### src/ssc_regs.svh
/*
 Register offsets, field positions, reset values and timing counts of the
 byte-wide synchronous serial port. Assumes inclusion by bare name.
*/
// Summary of operation
// - Transmit buffer writes ignored while flag is 0
// - Internal clock drives pin, high outside transfers
// - Internal clock halts until buffer serviced
// - Clock resumes within one serial period
// - Clock select codes give fixed divisors; with the low-speed option bit set, codes 001 to 110 give no clock
// - Code 111 takes external clock, pin undriven
// - Transmit shifts on clock pin falling edge
// - Receive samples on clock pin rising edge
// - One bit-order control for both directions
// - Bit order 0 sends bit 7 first
// - Bit order 1 sends bit 0 first
// - Mode field picks transmit, receive or both
// - Modes 00 transmit, 01 receive, 10 both
// - Busy flag 1 during transfer, else 0
// - Transmit buffer write clears empty flag
`ifndef SSC_REGS_SVH
`define SSC_REGS_SVH

`define SSC_OFS_BUF        8'h2b
`define SSC_OFS_CTRL       8'h31
`define SSC_OFS_STAT       8'h32
`define SSC_OFS_OPT        8'h33

`define SSC_CTRL_START     7
`define SSC_CTRL_INH       6
`define SSC_CTRL_MODE_LSB  4
`define SSC_CTRL_DIR       3
`define SSC_CTRL_SEL_LSB   0

`define SSC_STAT_BUSY      7
`define SSC_STAT_SEF       6
`define SSC_STAT_TXF       5
`define SSC_STAT_RXF       4
`define SSC_STAT_TXERR     3
`define SSC_STAT_RXERR     2

`define SSC_OPT_PRESRC     0
`define SSC_OPT_LOWSPD     1

`define SSC_CTRL_RST       8'h00
`define SSC_RXBUF_RST      8'h00
`define SSC_OPT_RST        2'h0

`define SSC_SEL_SLOW       3'h0
`define SSC_SEL_EXT        3'h7
`define SSC_BITS           4'h8
`define SSC_LS_HALF_LAST   3'h7
`define SSC_MAX_PERIOD     13'h1000

`endif

### src/ssc_pkg.sv
/*
 Types of the synchronous serial port. Assumes nothing of its surroundings.
*/
package ssc_pkg;

   typedef logic [7:0] ssc_byte_t;

   typedef enum logic [1:0] {
      SSC_MODE_TX   = 2'b00,
      SSC_MODE_RX   = 2'b01,
      SSC_MODE_TXRX = 2'b10,
      SSC_MODE_RSV  = 2'b11
   } ssc_mode_t;

   typedef enum logic [1:0] {
      SSC_ST_IDLE  = 2'b00,
      SSC_ST_SHIFT = 2'b01,
      SSC_ST_WAIT  = 2'b10
   } ssc_state_t;

endpackage

### src/ssc_clk_if.sv
/*
 Signals between the serial core and its clock divider.
 Assumes both ends run on the same system clock.
*/
`timescale 1ns/1ns
interface ssc_clk_if;
   logic [2:0] sel;
   logic       slow_src;
   logic       fs_edge;
   logic       fall_tick;
   logic       rise_tick;

   modport gen  (input sel, input slow_src, input fs_edge, output fall_tick, output rise_tick);
   modport core (output sel, output slow_src, output fs_edge, input fall_tick, input rise_tick);
endinterface

### src/ssc_clkgen.sv
/*
 Free-running serial clock divider: alternating fall and rise ticks, one
 tick per half period of the selected rate, so one fall and one rise per period.
 Assumes clk_i is the high-speed clock fc and fs_edge marks low-speed edges.
*/
`timescale 1ns/1ns
`include "ssc_regs.svh"
module ssc_clkgen (
   input  wire logic clk_i,
   input  wire logic rst_n_i,
   input  wire logic ce_i,
   ssc_clk_if.gen    cif
);
   import ssc_pkg::*;

   logic [11:0] cnt;
   logic        phase;
   logic        wrap;
   logic        slow;

   // Last count of a half period for fc divided by 2^n
   function automatic logic [11:0] half_last(input logic [2:0] sel);
      case (sel)
         3'h0:    half_last = 12'h7ff;
         3'h1:    half_last = 12'h07f;
         3'h2:    half_last = 12'h03f;
         3'h3:    half_last = 12'h01f;
         3'h4:    half_last = 12'h00f;
         3'h5:    half_last = 12'h007;
         default: half_last = 12'h003;
      endcase
   endfunction

   assign slow = (cif.sel == `SSC_SEL_SLOW) && cif.slow_src;
   assign wrap = (cif.sel != `SSC_SEL_EXT) &&
                 (slow ? (cif.fs_edge && cnt[2:0] == `SSC_LS_HALF_LAST)
                       : (cnt >= half_last(cif.sel)));

   // fc/4096..fc/8, or fs/16 on the slow source
   always_ff @(posedge clk_i or negedge rst_n_i) begin
      if (!rst_n_i) begin
         cnt   <= 12'h000;
         phase <= 1'b0;
      end else if (ce_i) begin
         if (wrap) begin
            cnt   <= 12'h000;
            phase <= ~phase;
         end else if (!slow || cif.fs_edge) begin
            cnt <= cnt + 12'h001;
         end
      end
   end

   assign cif.fall_tick = wrap && !phase;
   assign cif.rise_tick = wrap && phase;
endmodule // ssc_clkgen

### src/ssc_core.sv
/*
 Byte-wide synchronous serial port: buffers, control and status registers,
 clock select, shift engine and pin drive.
 Assumes a plain register port with read data one cycle after the strobe,
 and pins that pass through three-flop synchronisers.
*/
// The plain strobed port was left to the implementer.
`timescale 1ns/1ns
`include "ssc_regs.svh"
module ssc_core (
   input  wire logic             clk_i,
   input  wire logic             rst_n_i,
   input  wire logic             ce_i,
   input  wire logic [7:0]       addr_i,
   input  wire ssc_pkg::ssc_byte_t wr_data_i,
   input  wire logic             wr_en_i,
   input  wire logic             rd_en_i,
   output ssc_pkg::ssc_byte_t    rd_data_o,
   input  wire logic             lsclk_i,
   input  wire logic             sck_i,
   output logic                  sck_o,
   output logic                  sck_oe_o,
   input  wire logic             si_i,
   output logic                  so_o
);
   import ssc_pkg::*;

   ssc_clk_if cif ();

   ssc_clkgen u_clkgen (
      .clk_i   (clk_i),
      .rst_n_i (rst_n_i),
      .ce_i    (ce_i),
      .cif     (cif)
   );

   // Control and option state
   logic       ctrl_start;
   ssc_mode_t  ctrl_mode;
   logic       ctrl_dir;
   logic [2:0] ctrl_sel;
   logic [1:0] opt;

   // Buffers and flags
   ssc_byte_t  txbuf;
   ssc_byte_t  rxbuf;
   logic       transmit_buffer_empty_flag;
   logic       rxf;
   logic       txerr;
   logic       rxerr;

   // Engine
   ssc_state_t state;
   ssc_byte_t  sh;
   logic [3:0] bitcnt;
   logic       sck_q;
   logic       so_q;

   // Pin synchronisers: sck, si, lsclk
   logic [2:0] s1;
   logic [2:0] s2;
   logic [2:0] s3;
   logic [2:0] flt;

   // Decodes
   logic wr_buf;
   logic wr_ctrl;
   logic wr_stat;
   logic rd_buf;
   logic inh;
   logic ext;
   logic rate_rsv;
   logic need_tx;
   logic need_rx;
   logic ready;
   logic ext_fall;
   logic ext_rise;
   logic ev_fall;
   logic ev_rise;
   logic start_ok;
   logic load_tx;
   logic txerr_ev;
   logic done;
   logic rx_store;
   logic rxerr_ev;
   logic out_bit;
   logic si_f;
   ssc_byte_t sh_in;

   assign wr_buf  = wr_en_i && addr_i == `SSC_OFS_BUF;
   assign wr_ctrl = wr_en_i && addr_i == `SSC_OFS_CTRL;
   assign wr_stat = wr_en_i && addr_i == `SSC_OFS_STAT;
   assign rd_buf  = rd_en_i && addr_i == `SSC_OFS_BUF;
   assign inh     = wr_ctrl && wr_data_i[`SSC_CTRL_INH];

   assign ext      = ctrl_sel == `SSC_SEL_EXT;
   assign rate_rsv = opt[`SSC_OPT_LOWSPD] && !ext && ctrl_sel != `SSC_SEL_SLOW;
   assign need_tx  = ctrl_mode == SSC_MODE_TX || ctrl_mode == SSC_MODE_TXRX;
   assign need_rx  = ctrl_mode == SSC_MODE_RX || ctrl_mode == SSC_MODE_TXRX;
   assign ready    = (!need_tx || !transmit_buffer_empty_flag) && (!need_rx || !rxf);

   assign cif.sel      = ctrl_sel;
   assign cif.slow_src = opt[`SSC_OPT_PRESRC] || opt[`SSC_OPT_LOWSPD];
   assign cif.fs_edge  = s3[2] == s2[2] && s2[2] && !flt[2];

   assign ext_fall = s2[0] == s3[0] && !s2[0] && flt[0];
   assign ext_rise = s2[0] == s3[0] && s2[0] && !flt[0];
   assign ev_fall  = ext ? ext_fall : (cif.fall_tick && !rate_rsv);
   assign ev_rise  = ext ? ext_rise : (cif.rise_tick && !rate_rsv);

   assign start_ok = ctrl_start && ctrl_mode != SSC_MODE_RSV && ev_fall &&
                     state != SSC_ST_SHIFT && (ext || ready) && !inh;
   assign load_tx  = start_ok && need_tx && !transmit_buffer_empty_flag;
   assign txerr_ev = start_ok && need_tx && transmit_buffer_empty_flag;
   assign done     = state == SSC_ST_SHIFT && ev_rise && bitcnt == `SSC_BITS && !inh;
   assign rx_store = done && need_rx && !rxf && !rxerr;
   assign rxerr_ev = done && need_rx && rxf;

   // One order control steers both directions
   assign out_bit = ctrl_dir ? sh[0] : sh[7];
   // Data in counts as soon as stages two and three agree; the filtered
   // copy lags one more cycle, too late for a fc/8 half period
   assign si_f    = (s2[1] == s3[1]) ? s2[1] : flt[1];
   assign sh_in   = ctrl_dir ? {si_f, sh[7:1]} : {sh[6:0], si_f};

   // Pin synchronisers; a change counts once stages two and three agree
   always_ff @(posedge clk_i or negedge rst_n_i) begin
      if (!rst_n_i) begin
         s1  <= 3'h7;
         s2  <= 3'h7;
         s3  <= 3'h7;
         flt <= 3'h7;
      end else if (ce_i) begin
         s1 <= {lsclk_i, si_i, sck_i};
         s2 <= s1;
         s3 <= s2;
         for (int i = 0; i < 3; i++) begin
            if (s2[i] == s3[i]) begin
               flt[i] <= s2[i];
            end
         end
      end
   end

   // Control and option registers
   always_ff @(posedge clk_i or negedge rst_n_i) begin
      if (!rst_n_i) begin
         ctrl_start <= 1'b0;
         ctrl_mode  <= SSC_MODE_TX;
         ctrl_dir   <= 1'b0;
         ctrl_sel   <= 3'h0;
         opt <= `SSC_OPT_RST;
      end else if (ce_i) begin
         if (inh) begin
            ctrl_start <= 1'b0;
         end else if (wr_ctrl) begin
            ctrl_start <= wr_data_i[`SSC_CTRL_START];
            ctrl_mode  <= ssc_mode_t'(wr_data_i[`SSC_CTRL_MODE_LSB +: 2]);
            ctrl_dir   <= wr_data_i[`SSC_CTRL_DIR];
            ctrl_sel   <= wr_data_i[`SSC_CTRL_SEL_LSB +: 3];
         end
         if (wr_en_i && addr_i == `SSC_OFS_OPT) begin
            opt <= wr_data_i[1:0];
         end
      end
   end

   // Transmit buffer: accepted only while empty
   always_ff @(posedge clk_i or negedge rst_n_i) begin
      if (!rst_n_i) begin
         txbuf <= 8'h00;
         transmit_buffer_empty_flag   <= 1'b1;
      end else if (ce_i) begin
         if (inh) begin
            txbuf <= 8'h00;
            transmit_buffer_empty_flag   <= 1'b1;
         end else if (wr_buf && transmit_buffer_empty_flag) begin
            txbuf <= wr_data_i;
            transmit_buffer_empty_flag   <= 1'b0;
         end else if (load_tx) begin
            transmit_buffer_empty_flag <= 1'b1;
         end
      end
   end

   // Receive buffer; a new byte wins over a read that clears the flag
   always_ff @(posedge clk_i or negedge rst_n_i) begin
      if (!rst_n_i) begin
         rxbuf <= `SSC_RXBUF_RST;
         rxf   <= 1'b0;
      end else if (ce_i) begin
         if (inh) begin
            rxbuf <= `SSC_RXBUF_RST;
            rxf   <= 1'b0;
         end else if (rx_store) begin
            rxbuf <= sh_in;
            rxf   <= 1'b1;
         end else if (rd_buf && !rxerr) begin
            rxf <= 1'b0;
         end
      end
   end

   // Error flags: cleared by writing 0, an error in the same cycle wins
   always_ff @(posedge clk_i or negedge rst_n_i) begin
      if (!rst_n_i) begin
         txerr <= 1'b0;
         rxerr <= 1'b0;
      end else if (ce_i) begin
         if (inh) begin
            txerr <= 1'b0;
            rxerr <= 1'b0;
         end else begin
            if (txerr_ev) begin
               txerr <= 1'b1;
            end else if (wr_stat && !wr_data_i[`SSC_STAT_TXERR]) begin
               txerr <= 1'b0;
            end
            if (rxerr_ev) begin
               rxerr <= 1'b1;
            end else if (wr_stat && !wr_data_i[`SSC_STAT_RXERR]) begin
               rxerr <= 1'b0;
            end
         end
      end
   end

   // Shift engine
   always_ff @(posedge clk_i or negedge rst_n_i) begin
      if (!rst_n_i) begin
         state  <= SSC_ST_IDLE;
         sh     <= 8'h00;
         bitcnt <= 4'h0;
         sck_q  <= 1'b1;
         so_q   <= 1'b1;
      end else if (ce_i) begin
         if (inh) begin
            state <= SSC_ST_IDLE;
            sck_q <= 1'b1;
            so_q  <= 1'b1;
         end else begin
            unique case (state)
               SSC_ST_IDLE, SSC_ST_WAIT: begin
                  sck_q <= 1'b1;
                  if (start_ok) begin
                     state  <= SSC_ST_SHIFT;
                     bitcnt <= 4'h1;
                     sck_q  <= 1'b0;
                     if (load_tx) begin
                        sh   <= txbuf;
                        so_q <= ctrl_dir ? txbuf[0] : txbuf[7];
                     end else begin
                        so_q <= 1'b1;
                     end
                  end else if (state == SSC_ST_WAIT && !ctrl_start) begin
                     state <= SSC_ST_IDLE;
                     so_q  <= 1'b1;
                  end
               end
               SSC_ST_SHIFT: begin
                  if (ev_rise) begin
                     sck_q <= 1'b1;
                     sh    <= sh_in;
                     if (bitcnt == `SSC_BITS) begin
                        state <= ctrl_start ? SSC_ST_WAIT : SSC_ST_IDLE;
                        if (!ctrl_start) begin
                           so_q <= 1'b1;
                        end
                     end
                  end else if (ev_fall) begin
                     sck_q  <= 1'b0;
                     bitcnt <= bitcnt + 4'h1;
                     so_q   <= (need_tx && !txerr) ? out_bit : 1'b1;
                  end
               end
               default: begin
                  state <= SSC_ST_IDLE;
               end
            endcase
         end
      end
   end

   // Register read port, data one cycle after the strobe
   always_ff @(posedge clk_i or negedge rst_n_i) begin
      if (!rst_n_i) begin
         rd_data_o <= 8'h00;
      end else if (ce_i) begin
         rd_data_o <= 8'h00;
         if (rd_en_i) begin
            unique case (addr_i)
               `SSC_OFS_BUF:  rd_data_o <= rxbuf;
               `SSC_OFS_CTRL: rd_data_o <= {ctrl_start, 1'b0, ctrl_mode, ctrl_dir, ctrl_sel};
               `SSC_OFS_STAT: rd_data_o <= {state != SSC_ST_IDLE, state == SSC_ST_SHIFT,
                                            transmit_buffer_empty_flag, rxf, txerr, rxerr, 2'b00};
               `SSC_OFS_OPT:  rd_data_o <= {6'h00, opt};
               default:       rd_data_o <= 8'h00;
            endcase
         end
      end
   end

   assign sck_o    = sck_q;
   assign sck_oe_o = !ext;
   assign so_o     = so_q;

   // Cycles spent waiting with the buffers serviced
   logic [12:0] wait_cnt;
   always_ff @(posedge clk_i or negedge rst_n_i) begin
      if (!rst_n_i) begin
         wait_cnt <= 13'h0000;
      end else if (ce_i) begin
         // The fs-based rate is left out: its period follows the low-speed pin
         if (state == SSC_ST_WAIT && ready && ctrl_start && !ext && !rate_rsv &&
             !(ctrl_sel == `SSC_SEL_SLOW && cif.slow_src)) begin
            wait_cnt <= wait_cnt + 13'h0001;
         end else begin
            wait_cnt <= 13'h0000;
         end
      end
   end
endmodule // ssc_core

### config.mk
export PLATFORM = sky130hd
export DESIGN_NAME = ssc_core
export DESIGN_NICKNAME = d
export VERILOG_FILES = /design/src/ssc_pkg.sv /design/src/ssc_clk_if.sv /design/src/ssc_clkgen.sv /design/src/ssc_core.sv
export VERILOG_INCLUDE_DIRS = /design/src
export SDC_FILE = /design/constraint.sdc
export NUM_CORES = 1
export LEC_CHECK = 0
export BUFFER_PORTS_ARGS = -buffer_cell sky130_fd_sc_hd__buf_2
export CAP_MARGIN = 15
export CORE_ASPECT_RATIO = 0.6
export CORE_MARGIN = 5
export CORE_UTILIZATION = 60
export DETAILED_ROUTE_END_ITERATION = 8
export PLACE_DENSITY = 0.86
export RECOVER_POWER = 50
export SKIP_CTS_REPAIR_TIMING = 1
export SLEW_MARGIN = 30
export SYNTH_ARGS = -nofsm -noshare
export SYNTH_HDL_FRONTEND = slang
export SYNTH_SLANG_ARGS = --single-unit
### constraint.sdc
create_clock -name clk_i -period 3.7 [get_ports clk_i]
set_input_delay 0 -clock clk_i [delete_from_list [all_inputs] [get_ports clk_i]]
set_output_delay 0 -clock clk_i [all_outputs]
set_load 0.02 [all_outputs]
-- After elaboration in Yosys (flattened, before gate mapping)
Index checks and enable logic that the tools add are counted.
- bits in registers: 78
- word-level logic and storage cells: 225
- $add $sub $neg: 2
- magnitude comparators: 1
- eq/ne operators: 34
- mux-type cells: 60
- bitwise logic cells: 2
- reductions and logical operators: 101
- operators with widths (kind ; number):
    $mux W8 ; 9
    $pmux W11 S6 ; 1
    $logic_and A1 B1 Y1 ; 43
    $mux W1 ; 33
    $eq A8 B6 Y1 const B ; 4
    $pmux W8 S4 ; 1
    $mux W12 ; 2
    $reduce_and A2 Y1 ; 12
    $reduce_and A6 Y1 ; 3
    $reduce_bool A3 Y1 ; 6
    $logic_not A1 Y1 ; 17
    $ne A4 B4 Y1 const B ; 4
    $pmux W8 S2 ; 1
    $add A12 B1 Y12 const B ; 1
    $eq A3 B3 Y1 const B ; 4
    $ge A12 B11 Y1 ; 1
    $mux W2 ; 6
    $mux W4 ; 3
    $ne A2 B2 Y1 const B ; 6
    $reduce_bool A2 Y1 ; 6
    $ne A3 B3 Y1 const B ; 3
    $pmux W4 S2 ; 1
    $logic_or A1 B1 Y1 ; 7
    $eq A3 B2 Y1 const B ; 2
    15 further kinds ; 24

-- Longest topological paths before layout
Gate-level depths: netlist (run 1).
- depth in word-level cells: 19
- gate-level depth with buffers: 10
- gate-level depth less buffers: 9

-- Hierarchy
Synthesis (run 1) repeated with hierarchy kept, for this count alone.
- cell total of the unflattened synthesis: 443
- area total of the unflattened synthesis: 4518.1 µm²
- by module, submodules not included (module ; times used ; cells each ; area an instance (µm²) ; seq. area each (µm²)):
    ssc_core ; 1 ; 342 ; 3557.2 ; 1645.3
    ssc_clkgen ; 1 ; 101 ; 960.9 ; 325.3

-- Worst setup path after synthesis (run 1)
OpenSTA, ideal clock, no wires.
- kind: flip-flop to flip-flop
- start: register ctrl_sel[1], in the netlist cif.sel[1]
- end: register sh[0]
- library setup time: 0.125 ns
- arrival: 2.730 ns
- data required time: 3.575 ns
- setup slack: 0.845 ns
- cell stages (with the launch flop): 11
- period minus slack after synthesis: 2.855 ns
- path through: dfrtp_1 buf_2 or3_4 ha_1 a41o_1 a21oi_1 o211ai_2 o211ai_2 a21oi_2 o21ai_4 mux2_4
- longest elaborated chain between the ends: 16
- elaborated cells on any way between the ends: 35
- those cells by class: order compare (1); eq/ne (10); mux (4); reduce/logical (20)
- ends and longest elaborated chain (element ; line ; source):
    from (decl) ; ssc_core.sv:41 ; logic [2:0] ctrl_sel;
    from (signal assigned) ; ssc_core.sv:160 ; ctrl_sel <= wr_data_i[`SSC_CTRL_SEL_LSB +: 3];
    $eq A3 B3 Y1, or another cell as far along ; ssc_clkgen.sv:23 ; case (sel)
    $pmux W11 S6 ; ssc_clkgen.sv:23 ;
    $ge A12 B11 Y1 ; ssc_clkgen.sv:37 ; : (cnt >= half_last(cif.sel)));
    $mux W1 ; ssc_clkgen.sv:36 ; (slow ? (cif.fs_edge && cnt[2:0] == `SSC_LS_HALF_LAST)
    $logic_and A1 B1 Y1 ; ssc_clkgen.sv:35 ; assign wrap = (cif.sel != `SSC_SEL_EXT) &&
    $logic_and A1 B1 Y1 ; ssc_clkgen.sv:54 ; assign cif.fall_tick = wrap && !phase;
    $logic_and A1 B1 Y1 ; ssc_core.sv:108 ; assign ev_fall = ext ? ext_fall : (cif.fall_tick && !rate_rsv);
    $mux W1 ; ssc_core.sv:108 ;
    $logic_and A1 B1 Y1 (2 in a row) ; ssc_core.sv:111 ; assign start_ok = ctrl_start && ctrl_mode != SSC_MODE_RSV && ev_fall &&
    $logic_and A1 B1 Y1 (2 in a row) ; ssc_core.sv:112 ; state != SSC_ST_SHIFT && (ext || ready) && !inh;
    $logic_and A1 B1 Y1 (2 in a row) ; ssc_core.sv:113 ; assign load_tx = start_ok && need_tx && !transmit_buffer_empty_flag;
    $ne A2 B2 Y1 (no line) ; -- ;
    $reduce_and A6 Y1 (no line) (*) ; -- ;
    to (signal assigned) ; ssc_core.sv:250 ; sh <= txbuf;
    to (signal assigned) ; ssc_core.sv:263 ; sh <= sh_in;
    to (decl) ; ssc_core.sv:54 ; ssc_byte_t sh;
Every way passes the cells marked *; elsewhere a longest branch is shown, timed or not.
A chain may end at the register's enable or synchronous reset.

-- Worst setup path after layout (run 1)
- start: register ctrl_sel[1], in the netlist cif.sel[1]
- end: register sh[6]
The elaborated chain is that of the path after synthesis.

==> results.md, run 1 <==
- Cell Rows: 24
- Total design power: ~2.1 mW
- Clock buffer depth: 2
- CTS tree: yes
- Number of fill cells: 538
- Initial antenna violation count: 0
- Post-synth top cells: dfrtp_1 (63), nand2_1 (35), nor2_1 (33)
- # diodes: 0
- Layout cells sized above 1: 24.3%
- Total of max-cap violations: 1
- Hold Crit Class: input pin to register
- Syn_area_per_cell: 10.5 sq um
- Gate Count Post-Synth: about 410
- Largest net degree at the start of global routing: 79
- DR WL met3: ~1.1 mm
- First-pass GRT wire length: between 15 and 20 mm
- FF+latch count, synth: 78
- Ranking of synthesized cells by area: dfrtp_1 (36%), dfstp_2 (9.1%), ha_1 (5.2%)
- CP max FO: 9
- Top Layer Used: met4
- Clk sinks: between 70 and 80
- Post-route ant nets: 0
- Root Buffer: clkbuf_16
- CP Capture Type: register
- RSZ-0062 raised after global routing: no
- Main flop type after synthesis: dfrtp_1
- Post-synth ARST share: 100%
- Met1 Routed Length: 5.06 mm
- Clk slew on worst S/H paths: 0.06 ns
- Clk_lat worst skew: 0.34 ns
- Layout area overhead: 15.8%
- Yosys cell types: 67
- Routed wire length on met2: between 4 and 5 mm
- Synth Warn #: 0
- Startpoint types: register
- TNS Setup: 0 ns
- Number of global-route vias before repair: 3,432
- Worst Path Required: 3.92 ns
- Failing checks: capacitance limit, slew limit
- Height of the die: 75.8 microns
- DR WL/cell: 19.7 microns
- Fmax: roughly 0.31 GHz
- Leak: roughly 2.3 nW
- Buffers on Ports: 34
- Critical path class: register to register
- Peak supply drop: 0.000389 V
- Drt pass-1 iters: 5
- Post-synth EDFFs: 0
- Final setup violation count: 0
- Initial Util: 60.6%
- GP Congestion: 0.952
- Clock Skews: 0.00846 ns
- Post-Syn Area: 4330 sq um
- Outcome: finished with violations
- # H-tree levels: 3
- Detailed placement HPWL: 7.84 mm
- Total grt overflow: 0
- Die area: 9080 sq um
- Yosys top cell by area: dfrtp_1
- Sequential area share after synthesis: 45.5%
- Most numerous cell in the Yosys netlist: dfrtp_1
- Max_slew headroom: -26.4%
- DR vias: 3,485
- Power Density: 419 nW/um^2
- TritonCTS Buffers: 9
- CP arrival: 3.41 ns
- Slew @ Worst Pin: roughly 1.9 ns
- Die width: 120 microns
- Synth top area share: between 30% and 40%
- Final slew viol count: 79
- Global Route Usage Sum: a little over a quarter
- Period utilization: 86.2%
- Top-Level Pins: 35
- Syn Nets: about 460
- Layout Nets: 502
- Via-to-Cell Ratio: 6.27
- DRC viols: 0
- DRT Wirelength: 11.0 mm
- DRT iter0 DRCs: 445
- Core area: 7150 sq um
- Fin. Hold Viols: 0
- Min Tclk post-route: 3.19 ns
## sequential cells by signal, indices dropped and copies added (netlist names), 2 cells and up
name / cells
rd_data_o: 8
opt: 2
s3: 3
ctrl_mode: 2
sh: 8
bitcnt: 4
s2: 3
state: 2
cif.sel: 3
rxbuf: 8
txbuf: 8
s1: 3
u_clkgen.cnt: 12
flt: 3
## layout by cell type, fill, tap and decap left out, drive strengths merged, types with 4 or more instances in the layout
cell / count
nand3: 14
mux2i: 10
mux2: 21
xnor2: 5
xor2: 5
nand2: 35
nor2: 37
ha: 18
and3: 10
inv: 14
a21oi: 23
buf: 39
dlygate4sd3: 12
o211ai: 4
clkbuf: 13
a22o: 9
a21o: 4
a222oi: 6
o2bb2ai: 16
dfstp: 15
a31oi: 4
nor3: 7
dfrtp: 63
o21ai: 33
## final cells by class
cell class | instances | area [sq um] | area share, %
multi-input cells | 305 | 2240 | 44.7
clock buffers | 12 | 278 | 5.53
flip-flops and latches | 78 | 1970 | 39.3
well taps | 91 | 114 | 2.27
inverters | 14 | 52.6 | 1.05
clock inverters | 4 | 27.5 | 0.548
repair buffers | 52 | 335 | 6.68
## power by group
| part | internal [mW] | switching [mW] |
|---|---|---|
| combinational | 0.103 | 0.129 |
| clock | 0.530 | 0.353 |
| sequential | 0.929 | 0.0581 |
| total | 1.56 | 0.541 |
## final timing paths
path,from,endpoint,slack (ns),cells past startpoint
hold / removal,wr_en_i,txbuf[6],0.05,4
max in group asynchronous,rst_n_i,bitcnt[1],1.84,2
min in group asynchronous,rst_n_i,txbuf[4],0.73,2
setup reg to reg,cif.sel[1],sh[6],0.51,9
setup / recovery,cif.sel[1],sh[6],0.51,9
hold reg to reg,rd_data_o[7],rd_data_o[7],0.48,1
## metrics by stage
stage	cells	utilization, %	setup slack, ns	cell area [sq um]	hold slack (ns)
after CTS	544	68.6	0.556	4900	-0.139
after floorplan	413	-	0.845	4330	-0.296
final	556	70.2	0.511	5020	0.0475
after global routing	556	70.2	0.379	5020	0.0852
after global placement	528	64.3	0.697	4600	0.203
after detailed placement	528	64.3	0.591	4600	0.230
## per-layer routing
layer / vias to the layer above / GRT usage, %
li1: 1616 / -
met1: 1690 / 37.6
met2: 167 / 39.4
met3: 12 / 8.68
met4: 0 / 6.85
met5: - / 0
## logic make-up after synthesis
family,synth area share [%]
AO/OA/AOI/OAI,19.7
XOR/XNOR,2.02
adder cells (fa/ha/maj),5.43
buffers and inverters,2.80
flip-flops,45.5
multiplexers,8.55
AND/OR/NAND/NOR,16.1
## critical path, cell delays in order, from the launching register on
cell and delay, ns:
dfrtp_1 0.48, or3_4 0.49, ha_1 0.35, a41o_1 0.22, a21oi_1 0.17, o211ai_2 0.15
o211ai_2 0.32, a21oi_2 0.14, o21ai_4 0.39, mux2_4 0.34
No activity file was read; power rests on OpenSTA's default activity.
==> inputs of run 2 (changes only) <==
ABC_AREA = 1   (was unset)
clock period = 3.3 ns   (was 3.7 ns; I/O delays follow)
==> run 2 against run 1 <==
Compared with the run above: the flow finishes with violations (hold timing, capacitance limit, slew limit); sequential share of layout area down 0.68 points; first-iteration DRC count increased by 4.5%; clock-buffer cell count down 1; die area is 2.1% higher; global-route usage shrank 1.2 points; combinational power is 100% higher; area after synthesis rose by 2.4%; fmax rose by 18%; core utilization is 0.35 points higher; sequential power is 21% higher; highest routed layer unchanged; via count rose by 17%; power increased by 30%.
==> results.md, run 2 <==
- Post-route ant nets: 0 (unchanged)
- Outcome: finished with violations (unchanged)
- Hold path endpoint: txbuf[4] (was txbuf[6])
- CP arrival: 2.93 ns (was 3.41 ns)
- Fmax: 0.369 GHz (was 0.314 GHz)
- Post-synth top cells: nand2_1 (143), inv_1 (73), dfrtp_1 (63) (was dfrtp_1 (63), nand2_1 (35), nor2_1 (33))
- Startpoint types: register (unchanged)
- Critical R2R Launch: cif.sel[1] (unchanged)
- DP Area: 4720 sq um (was 4600 sq um)
- Failing checks: hold timing, capacitance limit, slew limit (was capacitance limit, slew limit)
- Die area: 9270 sq um (was 9080 sq um)
- Register-to-register setup slack: 0.59 ns (was 0.51 ns)
- Yosys top cell by area: dfrtp_1 (unchanged)
- Via-to-Cell Ratio: 5.60 (was 6.27)
- Core area: 7240 sq um (was 7150 sq um)
- # H-tree levels: 3 (unchanged)
- Most common cell after layout, fill and taps aside: nand2_1 (was dfrtp_1)
- Fin worst setup slack: 0.590 ns (was 0.511 ns)
- Adder-cell share of the synthesized area: 5.08% (was 5.43%)
- Most numerous cell in the Yosys netlist: nand2_1 (was dfrtp_1)
- Fin Hold WS: -0.000815 ns (was 0.0475 ns)
- Largest net degree at the start of global routing: 79 (unchanged)
- First-pass GRT wire length: 18.6 mm (was 18.2 mm)
- Ranking of synthesized cells by area: dfrtp_1 (36%), nand2_1 (12%), dfstp_2 (8.9%) (was dfrtp_1 (36%), dfstp_2 (9.1%), ha_1 (5.2%))
- CP Capture Type: register (unchanged)
- CP most frequent cell: nand2_1 (was o211ai_2)
- DR vias: 4,070 (was 3,485)
- Main flop type after synthesis: dfrtp_1 (unchanged)
- Design area: 5110 sq um (was 5020 sq um)
- Cell Rows: 24 (unchanged)
- DR WL/cell: 15.4 microns (was 19.7 microns)
- Clock buffer depth: 2 (unchanged)
- Critical path buffers and inverters: 2 (was 0)
- # diodes: 0 (unchanged)
- Mux share of post-synthesis cell area: 0% (was 8.55%)
- Number of global-route vias before repair: 3,954 (was 3,432)
- Clk_lat worst skew: 0.34 ns (about the same)
- Period utilization: 82.1% (was 86.2%)
- Syn Nets: 615 (was 455)
- DRT iter0 DRCs: 465 (was 445)
- CP max-delay cell: dfrtp_1 (was or3_4)
- XOR/XNOR share of the synthesized area: 0.395% (was 2.02%)
- Max_slew headroom: -27.8% (was -26.4%)
- Largest stage delay on the critical path: 0.41 ns (was 0.49 ns)
- Clock Skews: 0.00786 ns (was 0.00846 ns)
- Layout area overhead: 15.1% (was 15.8%)
- Worst r2r dst: sh[3] (was sh[6])
- Pre-CTS setup slack: 0.639 ns (was 0.591 ns)
- Delay-heaviest family, CP: simple AND/OR/NAND/NOR gates (was compound AO/OA/AOI/OAI gates)
- Total grt overflow: 0 (unchanged)
- CTS tree: yes (unchanged)
- Post-Syn Area: 4440 sq um (was 4330 sq um)
- Synth top area share: 35.5% (was 36.4%)
- Crit. path cell count: 16 (was 9)
- Number of stages on the worst hold path: 3 (was 4)
- Top-Level Pins: 35 (unchanged)
- Die width: 121 microns (was 120 microns)
- Clk sinks: 78 (unchanged)
- CP Cell Sequence: inv_2 -> nand2_2 -> nor2_2 -> inv_1 -> ha_1 -> nand4_1 -> nor2_1 -> nand2_1 -> nand4_1 -> nand3_1 -> nand3_1 -> nand2_1 -> a21oi_2 -> nand2_2 -> nand2_1 -> o21ai_2 (was or3_4 -> ha_1 -> a41o_1 -> a21oi_1 -> o211ai_2 -> o211ai_2 -> a21oi_2 -> o21ai_4 -> mux2_4)
- Fin. Hold Viols: 1 (was 0)
- Final std cells w/o fill: 727 (was 556)
- Total of max-cap violations: 1 (unchanged)
- Final slew viol count: 79 (unchanged)
- Buffers on Ports: 34 (unchanged)
- Post-synth EDFFs: 0 (unchanged)
- Drt pass-1 iters: 8 (was 5)
- RSZ-0062 raised after global routing: no (unchanged)
- Root Buffer: clkbuf_16 (unchanged)
- Detailed placement HPWL: 8.33 mm (was 7.84 mm)
- Hold Crit Class: input pin to register (unchanged)
- CP max FO: 16 (was 9)
- Leak: 2.62 nW (was 2.25 nW)
- FF+latch count, synth: 78 (unchanged)
- Critical path class: register to register (unchanged)
- Sequential area share after synthesis: 44.4% (was 45.5%)
- Syn_area_per_cell: 7.74 sq um (was 10.5 sq um)
- Power Density: 533 nW/um^2 (was 419 nW/um^2)
- Height of the die: 76.6 microns (was 75.8 microns)
- Worst Path Required: 3.52 ns (was 3.92 ns)
- Slew @ Worst Pin: 1.92 ns (was 1.90 ns)
- Post-synthesis compound-gate area fraction: 14.7% (was 19.7%)
- Clk slew on worst S/H paths: 0.06 ns (about the same)
- Min Tclk post-route: 2.71 ns (was 3.19 ns)
- Final Util: 70.6% (was 70.2%)
- Final setup violation count: 0 (unchanged)
- Peak supply drop: 0.000510 V (was 0.000389 V)
- Max reg flops: 12 (unchanged)
- TNS Setup: 0 ns (unchanged)
- Synth Warn #: 0 (unchanged)
- Total design power: 2.72 mW (was 2.10 mW)
- Most frequent cells in the layout: nand2_1 (143), inv_1 (73), dfrtp_1 (63), nor2_1 (54), o21ai_0 (47) (was dfrtp_1 (63), nand2_1 (35), nor2_1 (33), buf_2 (33), o21ai_0 (23))
- Initial antenna violation count: 0 (unchanged)
- TritonCTS Buffers: 9 (unchanged)
- Largest register by flop count: u_clkgen.cnt (unchanged)
- Hold Startpoint: wr_data_i[4] (was wr_en_i)
- Yosys cell types: 44 (was 67)
- Global Route Usage Sum: 25.2% (was 26.4%)
- DRC viols: 0 (unchanged)
- Post-synth ARST share: 100% (unchanged)
- Largest family of logic cells by synthesized area: simple AND/OR/NAND/NOR gates (was compound AO/OA/AOI/OAI gates)
- Reg2reg path depth: 16 (was 9)
- Post-synthesis simple-gate area fraction: 27.0% (was 16.1%)
- DRT Wirelength: 11.2 mm (was 11.0 mm)
- Initial Util: 61.3% (was 60.6%)
- GP Congestion: 1.04 (was 0.952)
- Gate Count Post-Synth: 573 (was 413)
- Inst Count DP: 703 (was 528)
- Layout Nets: 660 (was 502)
- Layout cells sized above 1: 16.1% (was 24.3%)
-- run 2: changes by cell type after synthesis, sizes merged, moves of 5 or more --
cell     before  now
a221oi        0    6
a222oi        6    0
a22o          9    1
and3         10    0
inv          14   79
mux2         21    0
mux2i        10    0
nand2        35  149
nand3        14   43
nand4         1   10
nor2         37   57
o21ai        33   60
o2bb2ai      16    0
xnor2         5    0
-- run 2: how the worst max path moves through the flow --
stage / from / to / slack (ns)
2_1_floorplan: cif.sel[1] / bitcnt[2] / 1.03
3_5_place_dp: cif.sel[1] / sh[3] / 0.64
3_3_place_gp: cif.sel[1] / bitcnt[2] / 0.76
4_1_cts: cif.sel[1] / sh[3] / 0.63
6_report: cif.sel[1] / sh[3] / 0.59
5_1_grt: cif.sel[1] / sh[2] / 0.33
-- run 2: power breakdown --
group | internal, mW | switching, mW
Clock | 0.666 | 0.394
Sequential | 1.09 | 0.101
Combinational | 0.180 | 0.291
-- run 2: worst register-to-register path, delay by kind of cell (launching register included) --
family,cells,cell delay [ns]
flip-flops,1,0.41
AO/OA/AOI/OAI,2,0.18
adder cells (fa/ha/maj),1,0.32
buffers and inverters,2,0.21
AND/OR/NAND/NOR,11,1.46
-- run 2: final cells by class --
cell class,count,area [sq um]
tap,104,130
fill,570,2130
inverter,83,312
clock inverter,5,82.6
clock buffer,11,233
timing repair buffer,47,288
multi-input combinational,399,2090
sequential,78,1970
-- run 2: cells by family (layout without fill, tap and decap cells) --
family,count (synthesis),count (layout)
adders and majority gates,18,18
AOI/OAI and AO/OA,108,108
and+or+nand+nor,271,271
buffers and inverters,96,146
DFF,78,78
xor gates and xnor gates,2,2
-- run 2: layer usage --
| layer | up-vias | part of all wire [%] | wire length [microns] | global-route usage [%] |
|---|---|---|---|---|
| li1 | 1951 | - | - | - |
| met1 | 1871 | 44 | 4980 | 35.9 |
| met2 | 230 | 42 | 4700 | 37.1 |
| met3 | 18 | 12 | 1360 | 8.31 |
| met4 | 0 | 1.4 | 155 | 6.45 |
| met5 | - | 0 | 0 | 0 |
